==> src/inc/sysctl_pkg.sv <==
// Purpose: Shared constants and types of the system control block
// Assumes: 8-bit special-function-register space
// Notes:   Offsets are register addresses in that space
package sysctl_pkg;

  localparam logic [7:0] ADDR_POWER    = 8'h87;
  localparam logic [7:0] ADDR_CORE_CLOCK_SELECT    = 8'h8F;
  localparam logic [7:0] ADDR_ACCESS   = 8'h9D;
  localparam logic [7:0] ADDR_DIVMODE  = 8'hC4;
  localparam logic [7:0] ADDR_MEMCTL   = 8'hC6;
  localparam logic [7:0] ADDR_KEY_A    = 8'hC7;
  localparam logic [7:0] ADDR_KEY_B    = 8'hC9;
  localparam logic [7:0] ADDR_WDOG     = 8'hD8;

  localparam logic [7:0] KEY_FIRST     = 8'hAA;
  localparam logic [7:0] KEY_SECOND    = 8'h55;
  localparam logic [7:0] KEY_CLOSE     = 8'h00;

  // Power mode control fields
  localparam int POW_IDLE_BIT  = 0;
  localparam int POW_STOP_BIT  = 1;
  localparam int POW_SLEEP_BIT = 2;
  localparam int POW_SMOD_BIT  = 7;

  // Clock divider mode fields
  localparam int DIV_HIGH_BIT  = 7;
  localparam int DIV_LOW_BIT   = 6;
  localparam int DIV_SWB_BIT   = 5;
  localparam logic DIV_LOW_RST = 1'b1;
  localparam logic DIV_SWB_RST = 1'b0;

  // Clock select fields and reset value
  localparam int CK_PREDIV_LSB = 4;
  localparam int CK_SETTLE_LSB = 2;
  localparam int CK_SRC_LSB    = 0;
  localparam logic [7:0] CORE_CLOCK_SELECT_RST = 8'h0C;

  localparam logic [1:0] SRC_FAST_A = 2'h0;
  localparam logic [1:0] SRC_SLOW   = 2'h1;
  localparam logic [1:0] SRC_FAST_B = 2'h2;
  localparam logic [1:0] SRC_EXT    = 2'h3;

  // Window length in system-clock periods and settle delays in slow ticks
  localparam int          WINDOW_CYCLES = 256;
  localparam int          CNT_W         = 9;
  localparam logic [8:0]  SETTLE_0      = 9'h008;
  localparam logic [8:0]  SETTLE_1      = 9'h010;
  localparam logic [8:0]  SETTLE_2      = 9'h040;
  localparam logic [8:0]  SETTLE_3      = 9'h100;

  typedef enum logic [2:0] {
    MODE_RUN,
    MODE_IDLE,
    MODE_STOP,
    MODE_SLEEP,
    MODE_SETTLE
  } power_mode_e;

  typedef struct packed {
    logic       wr;
    logic       rd;
    logic [7:0] addr;
    logic [7:0] wdata;
  } sfr_req_s;

  typedef struct packed {
    logic       cpu_clk_en;
    logic       periph_clk_en;
    logic       fast_osc_en;
    logic       main_reg_en;
    logic       integ_periph_rst;
  } power_out_s;

  typedef struct packed {
    logic [1:0] core_clock_source;
    logic [3:0] fast_osc_prediv;
    logic [1:0] regulator_settle_sel;
    logic [8:0] fast_div_ratio;
  } clock_out_s;

endpackage

==> src/logic/sysctl.sv <==
// Purpose: Timed-access keys, power modes and clock selection
// Assumes: CPU register requests are synchronous to clk
// Notes:   Guarded registers outside are written only on the grant pulses
//
// Operation
// - Key unlocks after 0xAA then 0x55
// - One guarded write relocks the key
// - Guarded register reads are never blocked
// - Key guards watchdog, memory, access registers
// - No timeout; key address access cancels unlock
// - Key read bit 0 shows unlock
// - Window key opens 256-cycle write window
// - Repeated sequence restarts the window
// - Writing 0x00 closes window at once
// - Window key read bit 0 shows open
// - Keys freeze while CPU clock stopped
// - Sleep and stop bits enter sleep
// - Sleep wake-up waits for regulator settle
// - Stop bit alone gates all clocks
// - Idle stops CPU, resets integrated peripherals
// - Upper divider bit reads zero always
// - Pre-divider code maps to divide ratio
// - Clock select resets 0x0C, window guarded
// - Source select picks fast, slow, external
// - Settle field picks 8/16/64/256 slow ticks
`timescale 1ns/1ns
`default_nettype none

module sysctl #(
  parameter int WINDOW_LEN = sysctl_pkg::WINDOW_CYCLES
) (
  input  wire logic                   clk,
  input  wire logic                   rst_n,
  input  wire sysctl_pkg::sfr_req_s   sfr_req,
  output logic [7:0]                  sfr_rdata,
  input  wire logic                   wake_event,
  input  wire logic                   slow_tick,
  output logic                        guarded_wr_en,
  output logic                        window_wr_en,
  output logic                        single_key_unlocked,
  output logic                        window_key_open,
  output sysctl_pkg::power_out_s      power_out,
  output sysctl_pkg::clock_out_s      clock_out
);

  typedef struct packed {
    sysctl_pkg::power_mode_e mode;
    logic                    armed_a;
    logic                    unl_a;
    logic                    armed_b;
    logic [8:0]              win_cnt;
    logic [7:0]              rdata;
    logic                    smod;
    logic                    sleep_b;
    logic                    stop_b;
    logic                    idle_b;
    logic [3:0]              prediv;
    logic [1:0]              settle;
    logic [1:0]              src;
    logic                    div_low;
    logic                    switch_back_bit;
    logic [8:0]              div_ratio;
    logic [8:0]              settle_cnt;
  } ctl_s;

  localparam logic [8:0] WIN_LOAD = 9'(WINDOW_LEN);

  ctl_s st_q;
  ctl_s st_d;

  logic wr_a;
  logic rd_a;
  logic wr_b;
  logic guarded_hit;
  logic running;

  function automatic logic [8:0] div_of(input logic [3:0] code);
    logic [8:0] r;
    r = 9'h100;
    if (code == 4'h0) begin
      r = 9'h001;
    end else if (code <= 4'h8) begin
      r = {4'h0, code, 1'b0};
    end else if (code == 4'h9) begin
      r = 9'h020;
    end else if (code == 4'hA) begin
      r = 9'h040;
    end else if (code == 4'hB) begin
      r = 9'h080;
    end
    return r;
  endfunction

  function automatic logic [8:0] settle_of(input logic [1:0] sel);
    logic [8:0] r;
    case (sel)
      2'h0:    r = sysctl_pkg::SETTLE_0;
      2'h1:    r = sysctl_pkg::SETTLE_1;
      2'h2:    r = sysctl_pkg::SETTLE_2;
      default: r = sysctl_pkg::SETTLE_3;
    endcase
    return r;
  endfunction

  ////////////////////////////////////////////////////////////////////////////
  // Request decode

  assign wr_a = sfr_req.wr && sfr_req.addr == sysctl_pkg::ADDR_KEY_A;
  assign rd_a = sfr_req.rd && sfr_req.addr == sysctl_pkg::ADDR_KEY_A;
  assign wr_b = sfr_req.wr && sfr_req.addr == sysctl_pkg::ADDR_KEY_B;
  assign guarded_hit = sfr_req.wr &&
                       (sfr_req.addr == sysctl_pkg::ADDR_WDOG ||
                        sfr_req.addr == sysctl_pkg::ADDR_MEMCTL ||
                        sfr_req.addr == sysctl_pkg::ADDR_ACCESS);
  assign running = st_q.mode == sysctl_pkg::MODE_RUN;

  // Grants; reads are never gated
  assign guarded_wr_en = guarded_hit && st_q.unl_a;
  assign window_wr_en  = sfr_req.wr && st_q.win_cnt != 9'h000 &&
                         sfr_req.addr != sysctl_pkg::ADDR_KEY_B;

  ////////////////////////////////////////////////////////////////////////////
  // Next state

  always_comb begin
    st_d = st_q;

    // Single-use key
    if (guarded_wr_en) begin
      st_d.unl_a = 1'b0;
    end
    if (rd_a) begin
      st_d.unl_a   = 1'b0;
      st_d.armed_a = 1'b0;
    end
    if (wr_a) begin
      st_d.unl_a   = 1'b0;
      st_d.armed_a = sfr_req.wdata == sysctl_pkg::KEY_FIRST;
      if (st_q.armed_a && sfr_req.wdata == sysctl_pkg::KEY_SECOND) begin
        st_d.unl_a = 1'b1;
      end
    end

    // Window key, frozen while the CPU clock is stopped
    if (running && st_q.win_cnt != 9'h000) begin
      st_d.win_cnt = st_q.win_cnt - 9'h001;
    end
    if (wr_b) begin
      st_d.armed_b = sfr_req.wdata == sysctl_pkg::KEY_FIRST;
      if (st_q.armed_b && sfr_req.wdata == sysctl_pkg::KEY_SECOND) begin
        st_d.win_cnt = WIN_LOAD;
      end else if (sfr_req.wdata == sysctl_pkg::KEY_CLOSE) begin
        st_d.win_cnt = 9'h000;
      end
    end

    // Clock select, writable only inside the window
    if (sfr_req.wr && sfr_req.addr == sysctl_pkg::ADDR_CORE_CLOCK_SELECT &&
        st_q.win_cnt != 9'h000) begin
      st_d.prediv = sfr_req.wdata[sysctl_pkg::CK_PREDIV_LSB +: 4];
      st_d.settle = sfr_req.wdata[sysctl_pkg::CK_SETTLE_LSB +: 2];
      st_d.src    = sfr_req.wdata[sysctl_pkg::CK_SRC_LSB +: 2];
    end
    st_d.div_ratio = div_of(st_d.prediv);

    // Divider mode: the upper bit is not stored
    if (sfr_req.wr && sfr_req.addr == sysctl_pkg::ADDR_DIVMODE) begin
      st_d.div_low = sfr_req.wdata[sysctl_pkg::DIV_LOW_BIT];
      st_d.switch_back_bit     = sfr_req.wdata[sysctl_pkg::DIV_SWB_BIT];
    end

    // Power modes
    case (st_q.mode)
      sysctl_pkg::MODE_RUN: begin
        if (sfr_req.wr && sfr_req.addr == sysctl_pkg::ADDR_POWER) begin
          st_d.smod    = sfr_req.wdata[sysctl_pkg::POW_SMOD_BIT];
          st_d.sleep_b = sfr_req.wdata[sysctl_pkg::POW_SLEEP_BIT];
          st_d.stop_b  = sfr_req.wdata[sysctl_pkg::POW_STOP_BIT];
          st_d.idle_b  = sfr_req.wdata[sysctl_pkg::POW_IDLE_BIT];
          if (st_d.stop_b && st_d.sleep_b) begin
            st_d.mode = sysctl_pkg::MODE_SLEEP;
          end else if (st_d.stop_b) begin
            st_d.mode = sysctl_pkg::MODE_STOP;
          end else if (st_d.idle_b) begin
            st_d.mode = sysctl_pkg::MODE_IDLE;
          end
        end
      end
      sysctl_pkg::MODE_IDLE: begin
        if (wake_event) begin
          st_d.mode   = sysctl_pkg::MODE_RUN;
          st_d.idle_b = 1'b0;
        end
      end
      sysctl_pkg::MODE_STOP: begin
        if (wake_event) begin
          st_d.mode   = sysctl_pkg::MODE_RUN;
          st_d.stop_b = 1'b0;
          st_d.idle_b = 1'b0;
        end
      end
      sysctl_pkg::MODE_SLEEP: begin
        if (wake_event) begin
          st_d.mode       = sysctl_pkg::MODE_SETTLE;
          st_d.settle_cnt = settle_of(st_q.settle);
        end
      end
      sysctl_pkg::MODE_SETTLE: begin
        if (slow_tick) begin
          st_d.settle_cnt = st_q.settle_cnt - 9'h001;
          if (st_q.settle_cnt == 9'h001) begin
            st_d.mode    = sysctl_pkg::MODE_RUN;
            st_d.sleep_b = 1'b0;
            st_d.stop_b  = 1'b0;
            st_d.idle_b  = 1'b0;
          end
        end
      end
      default: begin
        st_d.mode = sysctl_pkg::MODE_RUN;
      end
    endcase

    // Read data
    if (sfr_req.rd) begin
      case (sfr_req.addr)
        sysctl_pkg::ADDR_KEY_A:   st_d.rdata = {7'h00, st_q.unl_a};
        sysctl_pkg::ADDR_KEY_B:   st_d.rdata = {7'h00,
                                   st_q.win_cnt != 9'h000};
        sysctl_pkg::ADDR_POWER:   st_d.rdata = {st_q.smod, 7'h00};
        sysctl_pkg::ADDR_DIVMODE: st_d.rdata = {1'b0, st_q.div_low,
                                   st_q.switch_back_bit, 5'h00};
        sysctl_pkg::ADDR_CORE_CLOCK_SELECT:   st_d.rdata = {st_q.prediv, 2'h0,
                                   st_q.src};
        default:                  st_d.rdata = 8'h00;
      endcase
    end
  end

  ////////////////////////////////////////////////////////////////////////////
  // State register

  always_ff @(posedge clk or negedge rst_n) begin
    if (!rst_n) begin
      st_q.mode       <= sysctl_pkg::MODE_RUN;
      st_q.armed_a    <= 1'b0;
      st_q.unl_a      <= 1'b0;
      st_q.armed_b    <= 1'b0;
      st_q.win_cnt    <= 9'h000;
      st_q.rdata      <= 8'h00;
      st_q.smod       <= 1'b0;
      st_q.sleep_b    <= 1'b0;
      st_q.stop_b     <= 1'b0;
      st_q.idle_b     <= 1'b0;
      st_q.prediv     <= sysctl_pkg::CORE_CLOCK_SELECT_RST[sysctl_pkg::CK_PREDIV_LSB +: 4];
      st_q.settle     <= sysctl_pkg::CORE_CLOCK_SELECT_RST[sysctl_pkg::CK_SETTLE_LSB +: 2];
      st_q.src        <= sysctl_pkg::CORE_CLOCK_SELECT_RST[sysctl_pkg::CK_SRC_LSB +: 2];
      st_q.div_low    <= sysctl_pkg::DIV_LOW_RST;
      st_q.switch_back_bit        <= sysctl_pkg::DIV_SWB_RST;
      st_q.div_ratio  <= 9'h001;
      st_q.settle_cnt <= 9'h000;
    end else begin
      st_q <= st_d;
    end
  end

  ////////////////////////////////////////////////////////////////////////////
  // Outputs

  assign sfr_rdata           = st_q.rdata;
  assign single_key_unlocked = st_q.unl_a;
  assign window_key_open     = st_q.win_cnt != 9'h000;

  assign power_out.cpu_clk_en       = running;
  assign power_out.periph_clk_en    = running ||
                                      st_q.mode == sysctl_pkg::MODE_IDLE;
  assign power_out.fast_osc_en      = running ||
                                      st_q.mode == sysctl_pkg::MODE_IDLE;
  assign power_out.main_reg_en      = st_q.mode != sysctl_pkg::MODE_SLEEP &&
                                      st_q.mode != sysctl_pkg::MODE_SETTLE;
  assign power_out.integ_periph_rst = st_q.mode == sysctl_pkg::MODE_IDLE;

  assign clock_out.core_clock_source    = st_q.src;
  assign clock_out.fast_osc_prediv      = st_q.prediv;
  assign clock_out.regulator_settle_sel = st_q.settle;
  assign clock_out.fast_div_ratio       = st_q.div_ratio;
endmodule

`default_nettype wire

==> config.mk <==
export PLATFORM = sky130hd
export DESIGN_NAME = sysctl
export DESIGN_NICKNAME = d
export VERILOG_FILES = /design/src/inc/sysctl_pkg.sv /design/src/logic/sysctl.sv
export SDC_FILE = /design/constraint.sdc
export NUM_CORES = 1
export LEC_CHECK = 0
export ABC_AREA = 0
export BUFFER_PORTS_ARGS = -buffer_cell sky130_fd_sc_hd__buf_4
export CORE_ASPECT_RATIO = 1.25
export CORE_MARGIN = 5
export CORE_UTILIZATION = 30
export DETAILED_ROUTE_END_ITERATION = 10
export PLACE_DENSITY_LB_ADDON = 0.25
export SYNTH_ARGS = -nofsm -noshare
export SYNTH_HDL_FRONTEND = slang
export SYNTH_SLANG_ARGS = --single-unit
==> constraint.sdc <==
create_clock -name clk -period 6.12 [get_ports clk]
set_clock_uncertainty 0.2 [all_clocks]
set_input_delay 0.918 -clock clk [delete_from_list [all_inputs] [get_ports clk]]
set_output_delay 0.918 -clock clk [all_outputs]
set_load 0.02 [all_outputs]
==> results of run 1 <==
==> final timing paths <==
check                               from            to  cells after the start
max in group asynchronous          rst_n  clock_out[6]                      1
worst max register to register  st_q[40]  clock_out[6]                      6
min in group asynchronous          rst_n  sfr_rdata[7]                      1
worst max-delay path            st_q[40]  window_wr_en                      6
worst min-delay path            st_q[51]      st_q[51]                      1
worst min register to register  st_q[51]      st_q[51]                      1
==> metrics by stage <==
stage / setup slack [ps] / total power [mW] / hold WS, ps / cell area (um2)
2_1_floorplan: 3070 / 0.703 / 265 / 2970
3_3_place_gp: 2990 / 0.796 / 292 / 3260
3_5_place_dp: 2970 / 0.804 / 291 / 3260
4_1_cts: 2760 / 1.10 / 312 / 3410
5_1_grt: 2670 / 1.16 / 342 / 3410
6_report: 2740 / 1.08 / 306 / 3410
==> routing by layer <==
metal | share of wire, % | global-route usage, % | vias to the layer above
met3 | 3.6 | 1.84 | 8
met5 | 0 | 0 | -
met1 | 44 | 15.3 | 1119
met4 | 1.4 | 4.36 | 0
met2 | 51 | 19.7 | 44
li1 | - | - | 1090
==> logic make-up (layout without fill, tap and decap cells) <==
group	count (synthesis)	count (layout)	share of synthesized area, %
xor+xnor	6	6	1.77
mux	24	24	9.16
fa+ha+maj	3	3	1.27
compound gates	55	55	12.3
flops	50	50	42.4
simple gates	106	106	22.9
buf+inv	47	70	10.2
other cells	1	2	0.126
==> power groups by stage <==
stage	sequential, mW	clock (mW)	combinational [mW]
global placement	0.471	0	0.324
finish	0.469	0.291	0.325
floorplan	0.452	0	0.251
global route	0.482	0.314	0.364
CTS	0.468	0.301	0.330
detailed placement	0.473	0	0.331
==> layout make-up <==
cell class / count / area (um2)
inverter: 9 / 33.8
tap: 126 / 158
fill: 1000 / 6250
multi-input combinational: 196 / 1410
clock buffer: 5 / 125
timing repair buffer: 53 / 398
clock inverter: 3 / 28.8
sequential: 50 / 1260
==> registers in the layout (all words and copies together), names as in the netlist <==
| name | count |
|---|---|
| st_q | 26 |
| clock_out | 17 |
| sfr_rdata | 6 |
| single_key_unlocked | 1 |
==> synth_stat cells (all sizes together), types with 6 or more instances <==
cell type and number:
clkbuf 9, buf 29, or4 6, mux2 16, nor3 7, dfrtp 46
o21ai 14, mux2i 8, nand2 17, inv 9, nand2b 8, nand3 9
a21oi 13, nor2 16
==> critical path, stage by stage (launching register included) <==
cell and delay (ps):
dfrtp_1 400, inv_1 90, ha_1 210, or4b_1 490, or2_1 340, and3b_2 280
buf_4 160
==> results.yml, run 1 <==
global_routing:
  grt_usage_pct: 11.8
  grt_overflow: 0
  antenna_found_initial: 0
  grt_pass1_vias: 2218
  grt_pass1_wl_mm: 11.5
  grt_max_degree: 51
power:
  swShare_pct: 35.7
  vdd_drop_max_v: 0.000129
  p_per_area_nw_per_um2: 318
  p_leak_nw: 1.51
  combPwrFrac_pct: 29.9
  internal_power_mw: 0.697
  switchingPower_mw: 0.388
  seqPwrFrac_pct: 43.3
  pwr-share-clk_pct: 26.8
yosys:
  ys_seq_elements: 50
  synth_top_area_cell: "dfrtp_1"
  syn_inst: 292
  synth_edf_count: 0
  async_flop_share_pct: 100
  yosysUniqueCellTypes: 68
  yosysSeqAreaShare_pct: 42.4
  netlist_top_cells_area: "dfrtp_1 (39%), buf_4 (6.8%), mux2_2 (4.9%)"
  yosys.area.top_type_share_pct: 38.8
  avgSynthCellArea_um2: 10.2
  netlist_area_um2: 2970
  synth_warnings: 0
  synth_ff_type: "dfrtp_1"
worst_setup_path:
  cp_max_fo: 6
  rrSetupSlack_ps: 3570
  cp.required_ps: 5000
  worstPathArrival_ps: 2260
  worstSetupPathType: "register to primary output"
  crit_path_start_kind: "register"
  crit_path_end_kind: "primary output"
sta:
  hold_violations: 0
  fmax_mhz: 296
  rsz0062_at_grt: "false"
  period_needed_ps: 3380
  fin_setup_tns_ps: 0
  max_slew_margin_pct: 55.8
  tightestPinTransition_ps: 664
  drv_slew: 0
  finalSetupViolations: 0
  min_period_over_period_pct: 55.2
floorplan:
  core_area_um2: 9660
  die_x_um: 98.9
  initial_utilization_pct: 30.7
  pin_count: 56
  die-area_um2: 12000
  placementRows: 40
  die_h_um: 121
cts:
  cts.sinks: 50
  clkLatencyLatePin_ps: 290
  tritoncts: "done"
  clockBufferDepth: 2
  numCtsBuffers: 5
  cts.repair.resized: 0
  postCtsHoldBufs: 0
  cts_root_buf: "clkbuf_16"
  cts-htree-levels: 2
  post_cts.repair.setup_buffers: 0
  clkTransAtPathRegs_ps: 70
route:
  via_per_inst: 5.12
  drc_errors: 0
  postRouteAntennaNets: 0
  drt_iter0_drc: 100
  wl_per_cell_um: 15.5
  vias: 2261
  dr.pass1.iters: 4
  drt_wl_total_mm: 6.85
final_layout:
  synthToLayoutAreaGrowth_pct: 15.0
  utilization_pct: 35.3
  drive_gt1_share_pct: 29.4
  layout_commonest_cell: "buf_4"
  final_cell_mix: "buf_4 (53), dfrtp_1 (46), nand2_1 (17)"
  fin_cells: 442
  antenna_cells: 0
  nNetsFinal: 340
place:
  port_buffers: 53
  dp_hpwl_mm: 5.05
  place.gp.congestion: 0.838
  dpl.cell_count: 434
outcome:
  status: "completed"
min_path:
  hp-class: "register to register"
job:
  drv_cap: 0
No activity file was read; power rests on OpenSTA's default activity.
==> run 2, diff against run 1 <==
==> constraint.sdc (replaced) <==
create_clock -name clk -period 3.45 [get_ports clk]
set_clock_uncertainty 0.2 [all_clocks]
set_input_delay 0.5175 -clock clk [delete_from_list [all_inputs] [get_ports clk]]
set_output_delay 0.5175 -clock clk [all_outputs]
set_load 0.02 [all_outputs]
==> run 2 against run 1 <==
Hold slack lost 270 ps. Critical path depth is the same. Design area is 0.44% higher. Final cell count unchanged. Wire length grew 1.2%. Via count fell by 0.62%. Count of clock-buffer cells in the layout unchanged. Clock power rose by 99%. Critical path type unchanged. Critical endpoint unchanged.
==> results.yml, run 2 (synthesis gave the netlist of run 1 again) <==
outcome:
  status: "completed"
worst_setup_path:
  cp_max_fo: 6
  worstPathArrival_ps: 2220
  crit_path_end_kind: "primary output"
  crit_path_top_delay_cell: "or4b_1"
  crit_path_start_kind: "register"
  cp.required_ps: 2730
  worstSetupPathType: "register to primary output"
  path_cells: "inv_1 -> ha_1 -> or4b_1 -> or2_1 -> and3b_2 -> buf_4"
  max_stage_delay_ps: 480
power:
  internal_power_mw: 1.30
  vdd_drop_max_v: 0.000278
  p_per_area_nw_per_um2: 579
  pwr-share-clk_pct: 29.2
  seqPwrFrac_pct: 41.9
  switchingPower_mw: 0.680
  combPwrFrac_pct: 28.8
  p_leak_nw: 1.52
  swShare_pct: 34.3
floorplan:
  die-area_um2: 12000
  initial_utilization_pct: 30.7
  die_x_um: 98.9
  placementRows: 40
  pin_count: 56
  die_h_um: 121
  core_area_um2: 9660
place:
  dpl_cell_area_um2: 3260
  place.gp.congestion: 0.835
  port_buffers: 53
  dp_hpwl_mm: 5.08
cts:
  postCtsHoldBufs: 0
  clockBufferDepth: 2
  cts_root_buf: "clkbuf_16"
  clkTransAtPathRegs_ps: 70
  cts.repair.resized: 0
  cts.sinks: 50
  tritoncts: "done"
  clkLatencyLatePin_ps: 300
  numCtsBuffers: 5
  post_cts.repair.setup_buffers: 0
  cts-htree-levels: 2
sta:
  period_needed_ps: 2930
  tightestPinTransition_ps: 680
  whs_ps: 35.4
  finalSetupViolations: 0
  min_period_over_period_pct: 85.1
  fin_setup_tns_ps: 0
  drv_slew: 0
  hold_violations: 0
  fmax_mhz: 341
  rsz0062_at_grt: "false"
  max_slew_margin_pct: 54.6
route:
  drc_errors: 0
  dr.pass1.iters: 4
  postRouteAntennaNets: 0
  vias: 2247
  wl_per_cell_um: 15.7
  via_per_inst: 5.08
  drt_iter0_drc: 101
  drt_wl_total_mm: 6.93
global_routing:
  grt_pass1_vias: 2232
  met2_usage_pct: 20.1
  grt_overflow: 0
  antenna_found_initial: 0
  gr-max-usage-layer: "met2"
  grt_usage_pct: 11.9
  use_met3_pct: 2.53
  grt_max_degree: 51
  grt_pass1_wl_mm: 11.5
  grt_use_met1_pct: 15.0
final_layout:
  nNetsFinal: 340
  final_cell_mix: "buf_4 (53), dfrtp_1 (46), nand2_1 (17)"
  antenna_cells: 0
  largest_register: "st_q"
  finalInstanceArea_um2: 3430
  layout_commonest_cell: "buf_4"
  drive_gt1_share_pct: 29.4
  largest_reg_flops: 26
  synthToLayoutAreaGrowth_pct: 15.5
job:
  drv_cap: 0
min_path:
  hp-class: "input pin to asynchronous set/reset pin"
-- run 2: power by group through the flow --
stage          combinational [mW]  clock, mW  sequential, mW
2_1_floorplan               0.446          0           0.802
3_3_place_gp                0.581          0           0.835
3_5_place_dp                0.584          0           0.841
4_1_cts                     0.585      0.592           0.833
5_1_grt                     0.643      0.618           0.855
6_report                    0.572      0.579           0.832
-- run 2: stage by stage --
stage	setup slack [ps]	utilization [%]	total power, mW	instances
after CTS	513	35.5	2.01	442
after floorplan	1020	-	1.25	293
final	515	35.5	1.98	442
after global placement	871	33.7	1.42	434
after global routing	401	35.5	2.12	442
after detailed placement	842	33.7	1.43	434
-- run 2: layout make-up --
type	count	area, um2
flip-flops and latches	50	1260
inverters	9	33.8
clock inverters	3	43.8
repair buffers	53	398
well taps	126	158
multi-input cells	196	1410
fillers	1020	6230
clock buffers	5	125
-- run 2: path summary, 6_finish.rpt --
path / depth (start not counted) / endpoint / slack (ps) / startpoint
worst max-delay path: 6 / window_wr_en / 520 / st_q[40]
worst min register to register: 1 / st_q[31] / 310 / st_q[31]
worst min-delay path: 1 / sfr_rdata[0] / 40 / rst_n
max in group asynchronous: 1 / st_q[44] / 2530 / rst_n
min in group clk: 2 / st_q[52] / 240 / wake_event
worst max register to register: 6 / clock_out[14] / 950 / st_q[40]
-- run 2: critical path, delay by kind of cell (launching register included) --
family	cells	cell delay, ps
fa+ha+maj	1	190
buf+inv	2	240
flops	1	390
simple gates	3	1090
-- run 2: layer usage --
metal | share of wire (%) | wire length, um
met5 | 0 | 0
met4 | 1.4 | 99
met3 | 3.5 | 242
met2 | 51 | 3530
met1 | 44 | 3060
==> run 3, diff against run 2 <==
--- a/config.mk
+++ b/config.mk
@@ -7,9 +7,11 @@
 export LEC_CHECK = 0
 export ABC_AREA = 0
 export BUFFER_PORTS_ARGS = -buffer_cell sky130_fd_sc_hd__buf_4
+export CELL_PAD_IN_SITES_DETAIL_PLACEMENT = 0
+export CELL_PAD_IN_SITES_GLOBAL_PLACEMENT = 1
 export CORE_ASPECT_RATIO = 1.25
 export CORE_MARGIN = 5
-export CORE_UTILIZATION = 30
+export CORE_UTILIZATION = 43
 export DETAILED_ROUTE_END_ITERATION = 10
 export PLACE_DENSITY_LB_ADDON = 0.25
 export SYNTH_ARGS = -nofsm -noshare
==> run 3 against run 2 <==
Via count hardly changed. Largest cell class unchanged. Final cell count is 8.8% lower. Critical path type unchanged. Design area is 3.6% lower. Sequential power is 0.5% lower. Hold slack worse by 3.7 ps. Highest routed layer unchanged. Core utilization is 14 points higher. Critical endpoint unchanged. Sequential share of layout area is 1.4 points higher. Global-route usage is 3.7 points higher. Maximum frequency is 0.38% lower. Worst setup slack worse by 11 ps.
==> results.yml, run 3 (synthesis gave the netlist of run 1 again) <==
cts:
  postCtsHoldBufs: 0
  cts-htree-levels: 2
  cts.repair.resized: 0
  clkLatencyLatePin_ps: 310
  clockBufferDepth: 2
  tritoncts: "done"
  cts_root_buf: "clkbuf_8"
  cts.sinks: 50
  post_cts.repair.setup_buffers: 0
  clkTransAtPathRegs_ps: 90
  numCtsBuffers: 5
place:
  dp_hpwl_mm: 4.76
  dpl.cell_count: 395
  dpl_cell_area_um2: 3210
  port_buffers: 53
  post-place-ws_ps: 839
  place.gp.congestion: 0.831
route:
  via_per_inst: 5.57
  drc_errors: 0
  dr.pass1.iters: 4
  postRouteAntennaNets: 0
  drt_iter0_drc: 80
  wl_per_cell_um: 16.3
  drt_wl_total_mm: 6.55
  vias: 2245
final_layout:
  largest_register: "st_q"
  antenna_cells: 0
  largest_reg_flops: 26
  drive_gt1_share_pct: 29.4
  final_cell_mix: "buf_4 (53), dfrtp_1 (46), nand2_1 (17)"
  synthToLayoutAreaGrowth_pct: 11.4
  finalInstanceArea_um2: 3300
  nNetsFinal: 340
  layout_commonest_cell: "buf_4"
  utilization_pct: 49.7
  fin_cells: 403
sta:
  fin_setup_tns_ps: 0
  fmax_mhz: 339
  max_slew_margin_pct: 51.9
  period_needed_ps: 2950
  tightestPinTransition_ps: 715
  hold_violations: 0
  finalSetupViolations: 0
  min_period_over_period_pct: 85.4
  fin_ws_ps: 504
  rsz0062_at_grt: "false"
  drv_slew: 0
  whs_ps: 31.7
job:
  drv_cap: 0
global_routing:
  grt_max_degree: 51
  grt_pass1_vias: 2211
  grt_overflow: 0
  grt_pass1_wl_mm: 10.9
  grt_usage_pct: 15.5
  antenna_found_initial: 0
worst_setup_path:
  crit_path_start_kind: "register"
  crit_path_end_kind: "primary output"
  worstPathArrival_ps: 2230
  cp_max_fo: 6
  cp.required_ps: 2730
  r2r-start: "st_q[40]"
  r2r-end: "clock_out[16]"
  rrSetupSlack_ps: 920
  r2r_cells: 6
  worstSetupPathType: "register to primary output"
power:
  internal_power_mw: 1.12
  power.total_mw: 1.76
  seqPwrFrac_pct: 47.1
  p_per_area_nw_per_um2: 532
  combPwrFrac_pct: 32.3
  vdd_drop_max_v: 0.000224
  switchingPower_mw: 0.638
  pwr-share-clk_pct: 20.6
  swShare_pct: 36.3
  p_leak_nw: 1.48
min_path:
  hp-class: "input pin to asynchronous set/reset pin"
floorplan:
  die-area_um2: 8670
  pin_count: 56
  die_h_um: 103
  die_x_um: 84.3
  core_area_um2: 6650
  placementRows: 33
  initial_utilization_pct: 44.6
outcome:
  status: "completed"
run 3: changes by cell type in the layout (fill, tap and decap cells not counted), sizes merged:
cell | before | now
clkinvlp | 0 | 1
bufinv | 1 | 0
inv | 10 | 9
clkbuf | 5 | 6
run 3: layer usage:
metal	wire length, um	GRT usage [%]	up-vias
li1	-	-	1094
met1	2970	20.0	1098
met2	3260	26.7	48
met3	255	3.28	5
met4	62	4.08	0
met5	0	0	-
run 3: how the worst max path moves through the flow:
| stage | startpoint | endpoint | slack, ps |
|---|---|---|---|
| floorplan | st_q[40] | window_wr_en | 1020 |
| global placement | st_q[40] | window_wr_en | 880 |
| detailed placement | st_q[40] | window_wr_en | 840 |
| CTS | st_q[40] | window_wr_en | 490 |
| global route | st_q[40] | window_wr_en | 410 |
| finish | st_q[40] | window_wr_en | 500 |
run 3: critical path: stages, from the launching register on:
cell	delay [ps]
dfrtp_1	410
inv_1	100
ha_1	210
or4b_1	490
or2_1	330
and3b_2	250
buf_4	150
run 3: power groups by stage:
stage	Sequential (mW)	Clock [mW]	Combinational, mW
after CTS	0.827	0.377	0.577
final	0.828	0.362	0.569
after global routing	0.848	0.395	0.643
after detailed placement	0.838	0	0.576
after floorplan	0.802	0	0.446
after global placement	0.832	0	0.566
run 3: layout make-up:
class | instances | area (um2)
inverters | 9 | 33.8
clock buffers | 6 | 82.6
well taps | 87 | 109
fillers | 686 | 3340
flip-flops and latches | 50 | 1260
multi-input cells | 196 | 1410
repair buffers | 53 | 398
clock inverters | 2 | 12.5
